`src/rlb_pkg.sv`:
```
package rlb_pkg;
  localparam int DATA_W        = 8;
  localparam int DEPTH_FULL    = 135;
  localparam int DEPTH_REDUCED = 83;
  localparam int CLK_MHZ       = 125;

  // bit positions inside the vector of synchronised pins
  localparam int PIN_CCLK     = 0;
  localparam int PIN_CLR_N    = 1;
  localparam int PIN_ROW_LOAD_ENABLE_N_N   = 2;
  localparam int PIN_CE       = 3;
  localparam int PIN_OE_N     = 4;
  localparam int PIN_DATA_LSB = 5;
  localparam int PIN_W        = 13;

  // idle levels of the pins: clocks, clears and active-low enables high, count enable and data low
  localparam logic [PIN_W-1:0]  PIN_RST  = 13'h0017;
  localparam logic [DATA_W-1:0] OUT_RST  = 8'h00;
  localparam logic              OE_N_RST = 1'b1;
  localparam logic              FULL_RST = 1'b0;

  typedef enum logic [1:0] {
    RLB_OP_HOLD   = 2'b00,
    RLB_OP_LOAD   = 2'b01,
    RLB_OP_REPLAY = 2'b10
  } rlb_op_t;
endpackage

```
`src/rlb_top.sv`:
```
`timescale 1ns/100ps
module rlb_top
  import rlb_pkg::*;
#(
  parameter int DEPTH = DEPTH_FULL
) (
  input  wire logic              clk_in,
  input  wire logic              rst_in,
  input  wire logic              char_clk_in,
  input  wire logic              counter_clear_n_in,
  input  wire logic              row_load_enable_n_in,
  input  wire logic              count_enable_in,
  input  wire logic              output_enable_n_in,
  input  wire logic [DATA_W-1:0] char_data_in,
  output logic      [DATA_W-1:0] char_data_out,
  output logic                   char_data_oe_n_out,
  output logic                   buffer_full_flag_out
);
  localparam int                ADDR_W = (DEPTH > 1) ? $clog2(DEPTH) : 1;
  localparam logic [ADDR_W-1:0] LAST   = ADDR_W'(DEPTH - 1);

  function automatic logic fell(input logic was, input logic now);
    return was & ~now;
  endfunction

  // ---------------- pin synchronisers ----------------
  logic [PIN_W-1:0] pins;
  logic [PIN_W-1:0] s1_q, s2_q, s3_q, filt_q;
  logic [PIN_W-1:0] s1_d, s2_d, s3_d, filt_d;

  assign pins = {char_data_in, output_enable_n_in, count_enable_in,
                 row_load_enable_n_in, counter_clear_n_in, char_clk_in};

  always_comb begin
    s1_d = pins;
    s2_d = s1_q;
    s3_d = s2_q;
  end

  // a level is accepted only once the second and third stages agree
  genvar gi;
  generate
    for (gi = 0; gi < PIN_W; gi++) begin : g_filt
      always_comb begin
        filt_d[gi] = (s2_q[gi] == s3_q[gi]) ? s3_q[gi] : filt_q[gi];
      end
    end
  endgenerate

  always_ff @(posedge clk_in or posedge rst_in) begin
    if (rst_in) begin
      s1_q   <= PIN_RST;
      s2_q   <= PIN_RST;
      s3_q   <= PIN_RST;
      filt_q <= PIN_RST;
    end else begin
      s1_q   <= s1_d;
      s2_q   <= s2_d;
      s3_q   <= s3_d;
      filt_q <= filt_d;
    end
  end

  logic              cclk_fall, clr_fall, ce_f, row_load_enable_n_n_f;
  logic [DATA_W-1:0] data_f;

  assign cclk_fall = fell(filt_q[PIN_CCLK], filt_d[PIN_CCLK]);
  assign clr_fall  = fell(filt_q[PIN_CLR_N], filt_d[PIN_CLR_N]);
  assign ce_f      = filt_d[PIN_CE];
  assign row_load_enable_n_n_f  = filt_d[PIN_ROW_LOAD_ENABLE_N_N];
  assign data_f    = filt_d[PIN_DATA_LSB +: DATA_W];

  // ---------------- buffer core ----------------
  logic [DATA_W-1:0] in_q, in_d, wbyte_q, wbyte_d, out_q, out_d;
  logic [ADDR_W-1:0] addr_q, addr_d;
  logic              full_q, full_d, rd_pend_q, rd_pend_d, oe_n_q, oe_n_d;
  logic              ram_we, ram_re, advance;
  logic [DATA_W-1:0] ram_rdata;
  logic [DATA_W-1:0] chk_prev_q, chk_prev_d;
  rlb_op_t           op;

  always_comb begin
    in_d      = in_q;
    wbyte_d   = wbyte_q;
    out_d     = out_q;
    addr_d    = addr_q;
    full_d    = full_q;
    rd_pend_d = 1'b0;
    oe_n_d    = filt_d[PIN_OE_N];
    op        = RLB_OP_HOLD;
    ram_we    = 1'b0;
    ram_re    = 1'b0;
    advance   = 1'b0;
    if (cclk_fall) begin
      in_d = data_f;
    end
    // forward while loading; output lags the write by one character clock
    if (cclk_fall && !row_load_enable_n_n_f) begin
      out_d   = wbyte_q;
      wbyte_d = in_q;
    end
    // clear beats any advance in the same cycle
    if (clr_fall) begin
      addr_d = '0;
      full_d = 1'b0;
    // advance gate; frozen while full; stop on enable low or full
    end else if (cclk_fall && ce_f && !full_q) begin
      op = row_load_enable_n_n_f ? RLB_OP_REPLAY : RLB_OP_LOAD;
    end
    unique case (op)
      // write gate; held byte goes to current address
      RLB_OP_LOAD: begin
        ram_we  = 1'b1;
        advance = 1'b1;
      end
      // read at current address, then step on
      RLB_OP_REPLAY: begin
        ram_re    = 1'b1;
        rd_pend_d = 1'b1;
        advance   = 1'b1;
      end
      RLB_OP_HOLD: begin
      end
      default: begin
      end
    endcase
    // flag raised when the last location is used
    if (advance) begin
      if (addr_q == LAST) begin
        full_d = 1'b1;
      end else begin
        addr_d = addr_q + 1'b1;
      end
    end
    // replay byte arrives two system clocks after the edge, well inside a character time
    if (rd_pend_q) begin
      out_d = ram_rdata;
    end
  end

  // all latches load from the combinational next values
  always_ff @(posedge clk_in or posedge rst_in) begin
    if (rst_in) begin
      in_q      <= '0;
      wbyte_q   <= '0;
      out_q     <= OUT_RST;
      addr_q    <= '0;
      full_q    <= FULL_RST;
      rd_pend_q <= 1'b0;
      oe_n_q    <= OE_N_RST;
    end else begin
      in_q      <= in_d;
      wbyte_q   <= wbyte_d;
      out_q     <= out_d;
      addr_q    <= addr_d;
      full_q    <= full_d;
      rd_pend_q <= rd_pend_d;
      oe_n_q    <= oe_n_d;
    end
  end

  // byte-wide store sized by the depth parameter
  rlb_ram #(
    .DEPTH  (DEPTH),
    .DATA_W (DATA_W),
    .ADDR_W (ADDR_W)
  ) u_ram (
    .clk_in      (clk_in),
    .rst_in      (rst_in),
    .wr_en_in    (ram_we),
    .wr_addr_in  (addr_q),
    .wr_data_in  (in_q),
    .rd_en_in    (ram_re),
    .rd_addr_in  (addr_q),
    .rd_data_out (ram_rdata)
  );

  assign char_data_out        = out_q;
  // pin enable follows the synchronised output enable
  assign char_data_oe_n_out   = oe_n_q;
  // flag is registered so a chained device sees a clean enable
  assign buffer_full_flag_out = full_q;

  // ---------------- checks ----------------
  // byte forwarded at the last load edge, kept for the lag check
  always_comb begin
    chk_prev_d = chk_prev_q;
    if (cclk_fall && !row_load_enable_n_n_f) begin
      chk_prev_d = in_q;
    end
  end

  always_ff @(posedge clk_in or posedge rst_in) begin
    if (rst_in) begin
      chk_prev_q <= '0;
    end else begin
      chk_prev_q <= chk_prev_d;
    end
  end
endmodule

```
`src/rlb_ram.sv`:
```
`timescale 1ns/100ps
module rlb_ram #(
  parameter int DEPTH  = 135,
  parameter int DATA_W = 8,
  parameter int ADDR_W = 8
) (
  input  wire logic              clk_in,
  input  wire logic              rst_in,
  input  wire logic              wr_en_in,
  input  wire logic [ADDR_W-1:0] wr_addr_in,
  input  wire logic [DATA_W-1:0] wr_data_in,
  input  wire logic              rd_en_in,
  input  wire logic [ADDR_W-1:0] rd_addr_in,
  output logic      [DATA_W-1:0] rd_data_out
);
  logic [DATA_W-1:0] mem [DEPTH];
  logic [DATA_W-1:0] rd_data_d;

  // array has no reset: contents are only meaningful after a load
  always_ff @(posedge clk_in) begin
    if (wr_en_in) begin
      mem[wr_addr_in] <= wr_data_in;
    end
  end

  always_comb begin
    rd_data_d = rd_data_out;
    if (rd_en_in) begin
      rd_data_d = mem[rd_addr_in];
    end
  end

  always_ff @(posedge clk_in or posedge rst_in) begin
    if (rst_in) begin
      rd_data_out <= '0;
    end else begin
      rd_data_out <= rd_data_d;
    end
  end
endmodule

```
`config.mk`:
```
export PLATFORM = sky130hd
export DESIGN_NAME = rlb_top
export DESIGN_NICKNAME = d
export VERILOG_FILES = /design/src/rlb_pkg.sv /design/src/rlb_top.sv /design/src/rlb_ram.sv
export SDC_FILE = /design/constraint.sdc
export NUM_CORES = 1
export LEC_CHECK = 0
export BUFFER_PORTS_ARGS = -buffer_cell sky130_fd_sc_hd__buf_2
export CAP_MARGIN = 5
export CELL_PAD_IN_SITES_DETAIL_PLACEMENT = 0
export CELL_PAD_IN_SITES_GLOBAL_PLACEMENT = 2
export CORE_ASPECT_RATIO = 1.1
export CORE_UTILIZATION = 39
export DETAILED_ROUTE_END_ITERATION = 10
export GPL_ROUTABILITY_DRIVEN = 0
export PLACE_DENSITY_LB_ADDON = 0.1
export SLEW_MARGIN = 0
export SYNTH_ARGS = -nofsm -noshare
export SYNTH_HDL_FRONTEND = slang
export SYNTH_SLANG_ARGS = --single-unit
```
`constraint.sdc`:
```
create_clock -name clk_in -period 3.3 [get_ports clk_in]
set_clock_uncertainty 0.15 [all_clocks]
set_input_delay 0.495 -clock clk_in [delete_from_list [all_inputs] [get_ports clk_in]]
set_output_delay 0.495 -clock clk_in [all_outputs]
set_load 0.05 [all_outputs]
```
== Word-level counts from Yosys, hierarchy flattened ==
Memory sizes are Yosys's and may differ from the RTL's. A register that Yosys moved wholly into a read port is not among the register bits.
Cells that the tools add are included.

* RAM bits: 1080
* Memories: 1
* Logic and storage cells: 69
* Output and inout bits: 10
* Input bits: 15
* Register bits after elaboration: 87

{| class="wikitable"
|+ Memories
! memory !! words !! width !! read ports !! clocked after Yosys merged registers in !! write ports !! RTL line !! source
|-
| u_ram.mem || 135 || 8 || 1 || 1 || 1 || rlb_ram.sv:16 || <nowiki>logic [DATA_W-1:0] mem [DEPTH];</nowiki>
|}

* Bitwise logic cells: 4
* $add $sub $neg: 1
* Mux-type cells: 29
* Reductions and logical operators: 7
* Eq/ne operators: 16

{| class="wikitable"
|+ Operators by type and width
! kind !! number
|-
| 8-bit two-way mux || 5
|-
| 1-bit two-way mux || 21
|-
| 1-bit == test || 13
|-
| 8-bit by 1-bit adder with 8-bit output (second input constant) || 1
|-
| 8-bit == test (second input constant) || 1
|-
| 2-bit two-way mux || 3
|-
| 1-bit logical AND || 3
|-
| 1-bit bitwise AND || 2
|-
| 2-bit by 1-bit == test with 1-bit output (second input constant) || 1
|-
| 2-bit == test (second input constant) || 1
|-
| 1-bit zero test || 2
|-
| 1-bit inverter || 2
|-
| 2-bit nonzero test || 1
|-
| 2-bit OR reduction || 1
|}

== Longest topological paths before layout ==
* Word-level depth: 12
* Depth in mapped cells: 11
* Gate-level depth less buffers: 6

== Modules after synthesis ==
From an unflattened synthesis, not the netlist that was laid out.

* Cell total of the unflattened synthesis: 2126
* Area, all modules: 45448.6 um^2

{| class="wikitable"
|+ Modules (own cells, without submodules)
! module !! cells an instance !! instances !! area an instance (um^2) !! seq. area each (um^2)
|-
| rlb_ram || 1915 || 1 || 42333.1 || 32631.3
|-
| rlb_top || 211 || 1 || 3115.5 || 2172.1
|}

== Worst setup path after synthesis ==
OpenSTA, ideal clock, no wires.

* Path type: register to register
* From: register filt_q[0]
* To: memory u_ram.mem[33][0] (enable)
* Stages on the path, launching flop included: 8
* Setup slack: 0.349 ns
* Clock period less this slack: 2.951 ns
* Library setup time: 0.395 ns
* Arrival: 2.406 ns
* Required time: 2.755 ns
* Path buffers: 2
* Cell sequence: dfstp_2 > nor3b_1 > and4b_1 > buf_2 > nor2b_1 > buf_2 > nand3_1 > nor4_1

* Word-level cells in the longest chain between the ends: 11

{| class="wikitable"
|+ RTL lines
! item !! RTL line !! source
|-
| start, declared || rlb_top.sv:28 || <nowiki>logic [PIN_W-1:0] s1_q, s2_q, s3_q, filt_q;</nowiki>
|-
| start signal, assigned || rlb_top.sv:60 || <nowiki>filt_q <= filt_d;</nowiki>
|-
| 1-bit two-way mux || rlb_top.sv:45 || <nowiki>filt_d[gi] = (s2_q[gi] == s3_q[gi]) ? s3_q[gi] : filt_q[gi];</nowiki>
|-
| 1-bit inverter || rlb_top.sv:23 || <nowiki>return was & ~now;</nowiki>
|-
| 1-bit bitwise AND (*) || rlb_top.sv:23 ||
|-
| 1-bit logical AND (*) (2 in series) || rlb_top.sv:107 || <nowiki>end else if (cclk_fall && ce_f && !full_q) begin</nowiki>
|-
| 2-bit two-way mux (*) || rlb_top.sv:107 ||
|-
| 2-bit two-way mux (*) || rlb_top.sv:103 || <nowiki>if (clr_fall) begin</nowiki>
|-
| 2-bit by 1-bit == test with 1-bit output (*) || rlb_top.sv:110 || <nowiki>unique case (op)</nowiki>
|-
| 1-bit two-way mux (*) || rlb_top.sv:110 ||
|-
| 1-bit two-way mux (*) || rlb_ram.sv:21 || <nowiki>if (wr_en_in) begin</nowiki>
|-
| 1-bit two-way mux (implied by the code) (*) || rlb_ram.sv:22 || <nowiki>mem[wr_addr_in] <= wr_data_in;</nowiki>
|-
| end, declared || rlb_ram.sv:16 ||
|}

Mark *: on every way between the ends. The rest lies on a longest branch, timed or not.

==> flow_metrics.py <==
metrics = {
    "clock_tree": {
        "clock_sinks": 1174,
        "path_clk_slew_ns": 0.06,
        "numCtsBuffers": 120,
        "clock_path_buffers": 3,
        "cts_root_buffer": "clkbuf_16",
        "clk_latency_ns": 0.74,
        "cts_tree": "yes",
        "htreeDepth": 3,
    },
    "yosys": {
        "ys.flop_type": "edfxtp_1",
        "syn_inst": 2208,
        "async_reset_ff_share_pct": 8.007,
        "synth-edff-count": 1080,
        "netlist_area_sq_um": 45050,
        "synth_cell_types": 59,
        "ys_seq_elements": 1174,
        "yosysMostFrequentCell": "edfxtp_1",
        "synthTopCellsByArea": "edfxtp_1 (72%), mux4_2 (11%), dfrtp_1 (4.3%), mux2i_1 (2.2%), a22oi_1 (1.9%)",
        "synth_warnings": 0,
        "synth_nets": 2227,
        "synthTopCellsByCount": "edfxtp_1 (1080), mux4_2 (219), nor2_1 (153), a22oi_1 (115), mux2i_1 (98)",
        "ys_seq_area_share_pct": 77.25,
        "syn_area_per_cell_sq_um": 20.40,
        "synth_top_area_cell": "edfxtp_1",
        "synth_top_area_share_pct": 71.98,
    },
    "sta": {
        "fmax_mhz": 320.0,
        "slew_headroom_pct": 19.94,
        "hold_ws_ns": 0.1956,
        "fin_crit_sh_pct": 94.69,
        "period_needed_ns": 3.125,
        "slew_viol_final": 0,
        "hold_viol": 0,
        "rsz0062_at_grt": "false",
        "worstMarginPinSlew_ns": 1.198,
        "setup_viol": 0,
    },
    "global_route": {
        "grt_max_degree": 92,
        "grt_usage_pct": 20.75,
        "grt_pass1_vias": 23368,
        "grt_pass1_wl_um": 172900,
        "grt_overflow": 0,
        "antenna_found_initial": 3,
    },
    "outcome": {
        "status": "finished clean",
    },
    "worst_setup_path": {
        "slowest_delay_ns": 0.62,
        "crit_top_cell": "buf_4",
        "r2r_cells": 8,
        "crit_type": "reg2reg",
        "worstSetupEndpointType": "register",
        "worst_r2r_endpoint": "u_ram.rd_data_out[3]",
        "critPathLaunchType": "register",
        "cp_max_fo": 19,
        "worst_path_dominant_cell_family": "simple AND/OR/NAND/NOR gates",
        "reg2reg_from": "addr_q[1]",
        "worst-r2r-setup-slack_ns": 0.18,
        "crit_slowest_cell": "dfrtp_4",
        "worstPathArrival_ns": 3.54,
        "path_buf_inv": 3,
        "crit_required_ns": 3.72,
        "path_cells": "buf_12, buf_4, and2_1, buf_4, a22oi_1, nand4_1, and4_1, a41oi_1",
    },
    "power": {
        "leakagePower_uw": 0.01650,
        "p_sw_uw": 9045,
        "power_frac_clock_pct": 36.8,
        "power.density_nw_per_um2": 686.7,
        "ir_worst_vdd_uv": 511.4,
        "swShare_pct": 25.12,
        "total_power_uw": 36000,
        "pwr-share-seq_pct": 50.7,
        "p_int_uw": 26960,
        "power.share.combinational_pct": 12.5,
    },
    "cells_and_area": {
        "final_util_pct": 45.85,
        "final_cell_area_sq_um": 52430,
        "antennaDiodeCount": 0,
        "fin_cells": 4072,
        "drive_gt1_share_pct": 26.70,
        "area_growth_syn_to_layout_pct": 16.37,
        "num-nets-final": 2471,
        "n_fill_cell": 9627,
    },
    "route": {
        "wl_um": 119200,
        "ant_nets": 0,
        "firstDrtPassIters": 7,
        "wl_per_cell_um": 29.28,
        "dr_total_vias": 22197,
        "route.detailed.drc": 0,
        "drt-initial-drc-count": 1932,
        "viasPerCell": 5.451,
    },
    "die": {
        "coreArea_sq_um": 114300,
        "rows": 130,
        "die_y_um": 358.5,
        "start_util_pct": 39.40,
        "die_w_um": 326.1,
        "pin_count": 25,
        "die-area_sq_um": 116900,
    },
    "worst_hold_path": {
        "worstHoldPathCells": 0,
        "min_from": "s1_q[8]",
        "hp-class": "reg2reg",
        "min_to": "s2_q[8]",
    },
    "job": {
        "drv_cap": 0,
    },
    "placed_design": {
        "placed_area_sq_um": 48470,
        "port_buffers": 24,
        "dp.cells": 3834,
        "hpwl_um": 76190,
    },
}
==> cell families (layout without fill, tap and decap cells) <==
group,Yosys count,after routing,share of synthesized area (%)
xor+xnor,3,3,0.05833
flops,1174,1174,77.25
simple gates,285,285,2.808
mux,335,335,13.57
fa+ha+maj,17,17,0.3999
buf+inv,129,475,1.669
compound gates,265,265,4.241
==> power groups by stage <==
| stage | sequential (uW) | combinational (uW) | clock (uW) |
|---|---|---|---|
| 6_report | 18300 | 4480 | 13200 |
| 5_1_grt | 18300 | 4810 | 14100 |
| 4_1_cts | 18300 | 4590 | 13500 |
| 3_5_place_dp | 18600 | 4580 | 0 |
| 3_3_place_gp | 18600 | 4520 | 0 |
| 2_1_floorplan | 18800 | 2370 | 0 |
==> routing by layer <==
layer | part of all wire [%] | up-vias | GRT usage, %
met5 | 0 | - | 0
met4 | 2.1 | 0 | 5.784
met3 | 4.9 | 141 | 3.233
met2 | 50 | 548 | 34.78
met1 | 43 | 11906 | 28.18
li1 | - | 9602 | -
==> timing repair <==
item                                   CTS  global route
endpoints found under the hold margin   94             0
buffers inserted                         0             0
hold buffers                            14             0
gates resized for setup                  0             3
setup endpoints to repair                0             2
==> metrics by stage <==
| stage | setup slack [ns] | setup TNS (ns) |
|---|---|---|
| 6_report | 0.1753 | 0 |
| 5_1_grt | 0.01127 | 0 |
| 4_1_cts | 0.01356 | 0 |
| 3_5_place_dp | 0.04922 | 0 |
| 3_3_place_gp | -0.4990 | -0.4990 |
| 2_1_floorplan | 0.2328 | 0 |
==> how the worst max path moves through the flow <==
stage / startpoint / end / slack [ns] / cells after the start
after floorplan: rst_in / addr_q[0] / 0.23 / 1
after global placement: addr_q[0] / u_ram.rd_data_out[4] / -0.50 / 7
after detailed placement: addr_q[0] / u_ram.rd_data_out[2] / 0.05 / 8
after CTS: addr_q[0] / u_ram.rd_data_out[2] / 0.01 / 8
after global routing: filt_q[0] / u_ram.mem[9][0] / 0.01 / 7
final: addr_q[1] / u_ram.rd_data_out[3] / 0.18 / 8
==> placed cells by master, fill, tap and decap left out, types with 7 or more instances in the layout <==
master | netlist | layout
edfxtp_1 | 1080 | 1080
mux4_2 | 219 | 219
buf_4 | 9 | 166
nor2_1 | 153 | 152
clkbuf_16 | 0 | 122
a22oi_1 | 115 | 115
mux2i_1 | 98 | 98
dfrtp_1 | 78 | 67
nand2_1 | 57 | 57
a21oi_1 | 48 | 48
buf_12 | 0 | 39
clkbuf_1 | 48 | 36
buf_2 | 28 | 25
clkinv_1 | 1 | 24
clkinv_2 | 0 | 22
o21ai_0 | 19 | 19
nand3_1 | 18 | 18
mux2_2 | 18 | 18
a31oi_1 | 16 | 16
dfstp_2 | 16 | 16
a211oi_1 | 14 | 14
dlygate4sd3_1 | 0 | 14
maj3_1 | 13 | 13
nor2b_1 | 16 | 13
dfrtp_4 | 0 | 10
bufinv_16 | 0 | 10
a22o_1 | 9 | 9
a31o_2 | 7 | 7
a32o_1 | 7 | 7
a221o_1 | 7 | 7
==> worst register-to-register path: stages (launching register included) <==
cell     delay, ns
dfrtp_4       0.62
buf_12        0.23
buf_4         0.25
and2_1        0.61
buf_4         0.31
a22oi_1       0.12
nand4_1       0.11
and4_1        0.40
a41oi_1       0.18
==> sequential cells by signal (all words and copies together), names as in the netlist <==
register              cells
u_ram.mem              1080
filt_q                   13
s1_q                     13
s2_q                     13
s3_q                     13
addr_q                    8
char_data_out             8
in_q                      8
u_ram.rd_data_out         8
wbyte_q                   8
buffer_full_flag_out      1
rd_pend_q                 1
==> layout make-up <==
class                      count  area (sq um)  share of cell area, %
tap                         1518          1899                  3.623
timing repair buffer         245          2320                  4.424
clock inverter                62         561.8                  1.072
clock buffer                 162          3243                  6.186
sequential                  1174         34840                  66.46
inverter                       6         25.02                0.04773
multi-input combinational    905          9538                  18.19
Power figures use the tool's default switching activity.
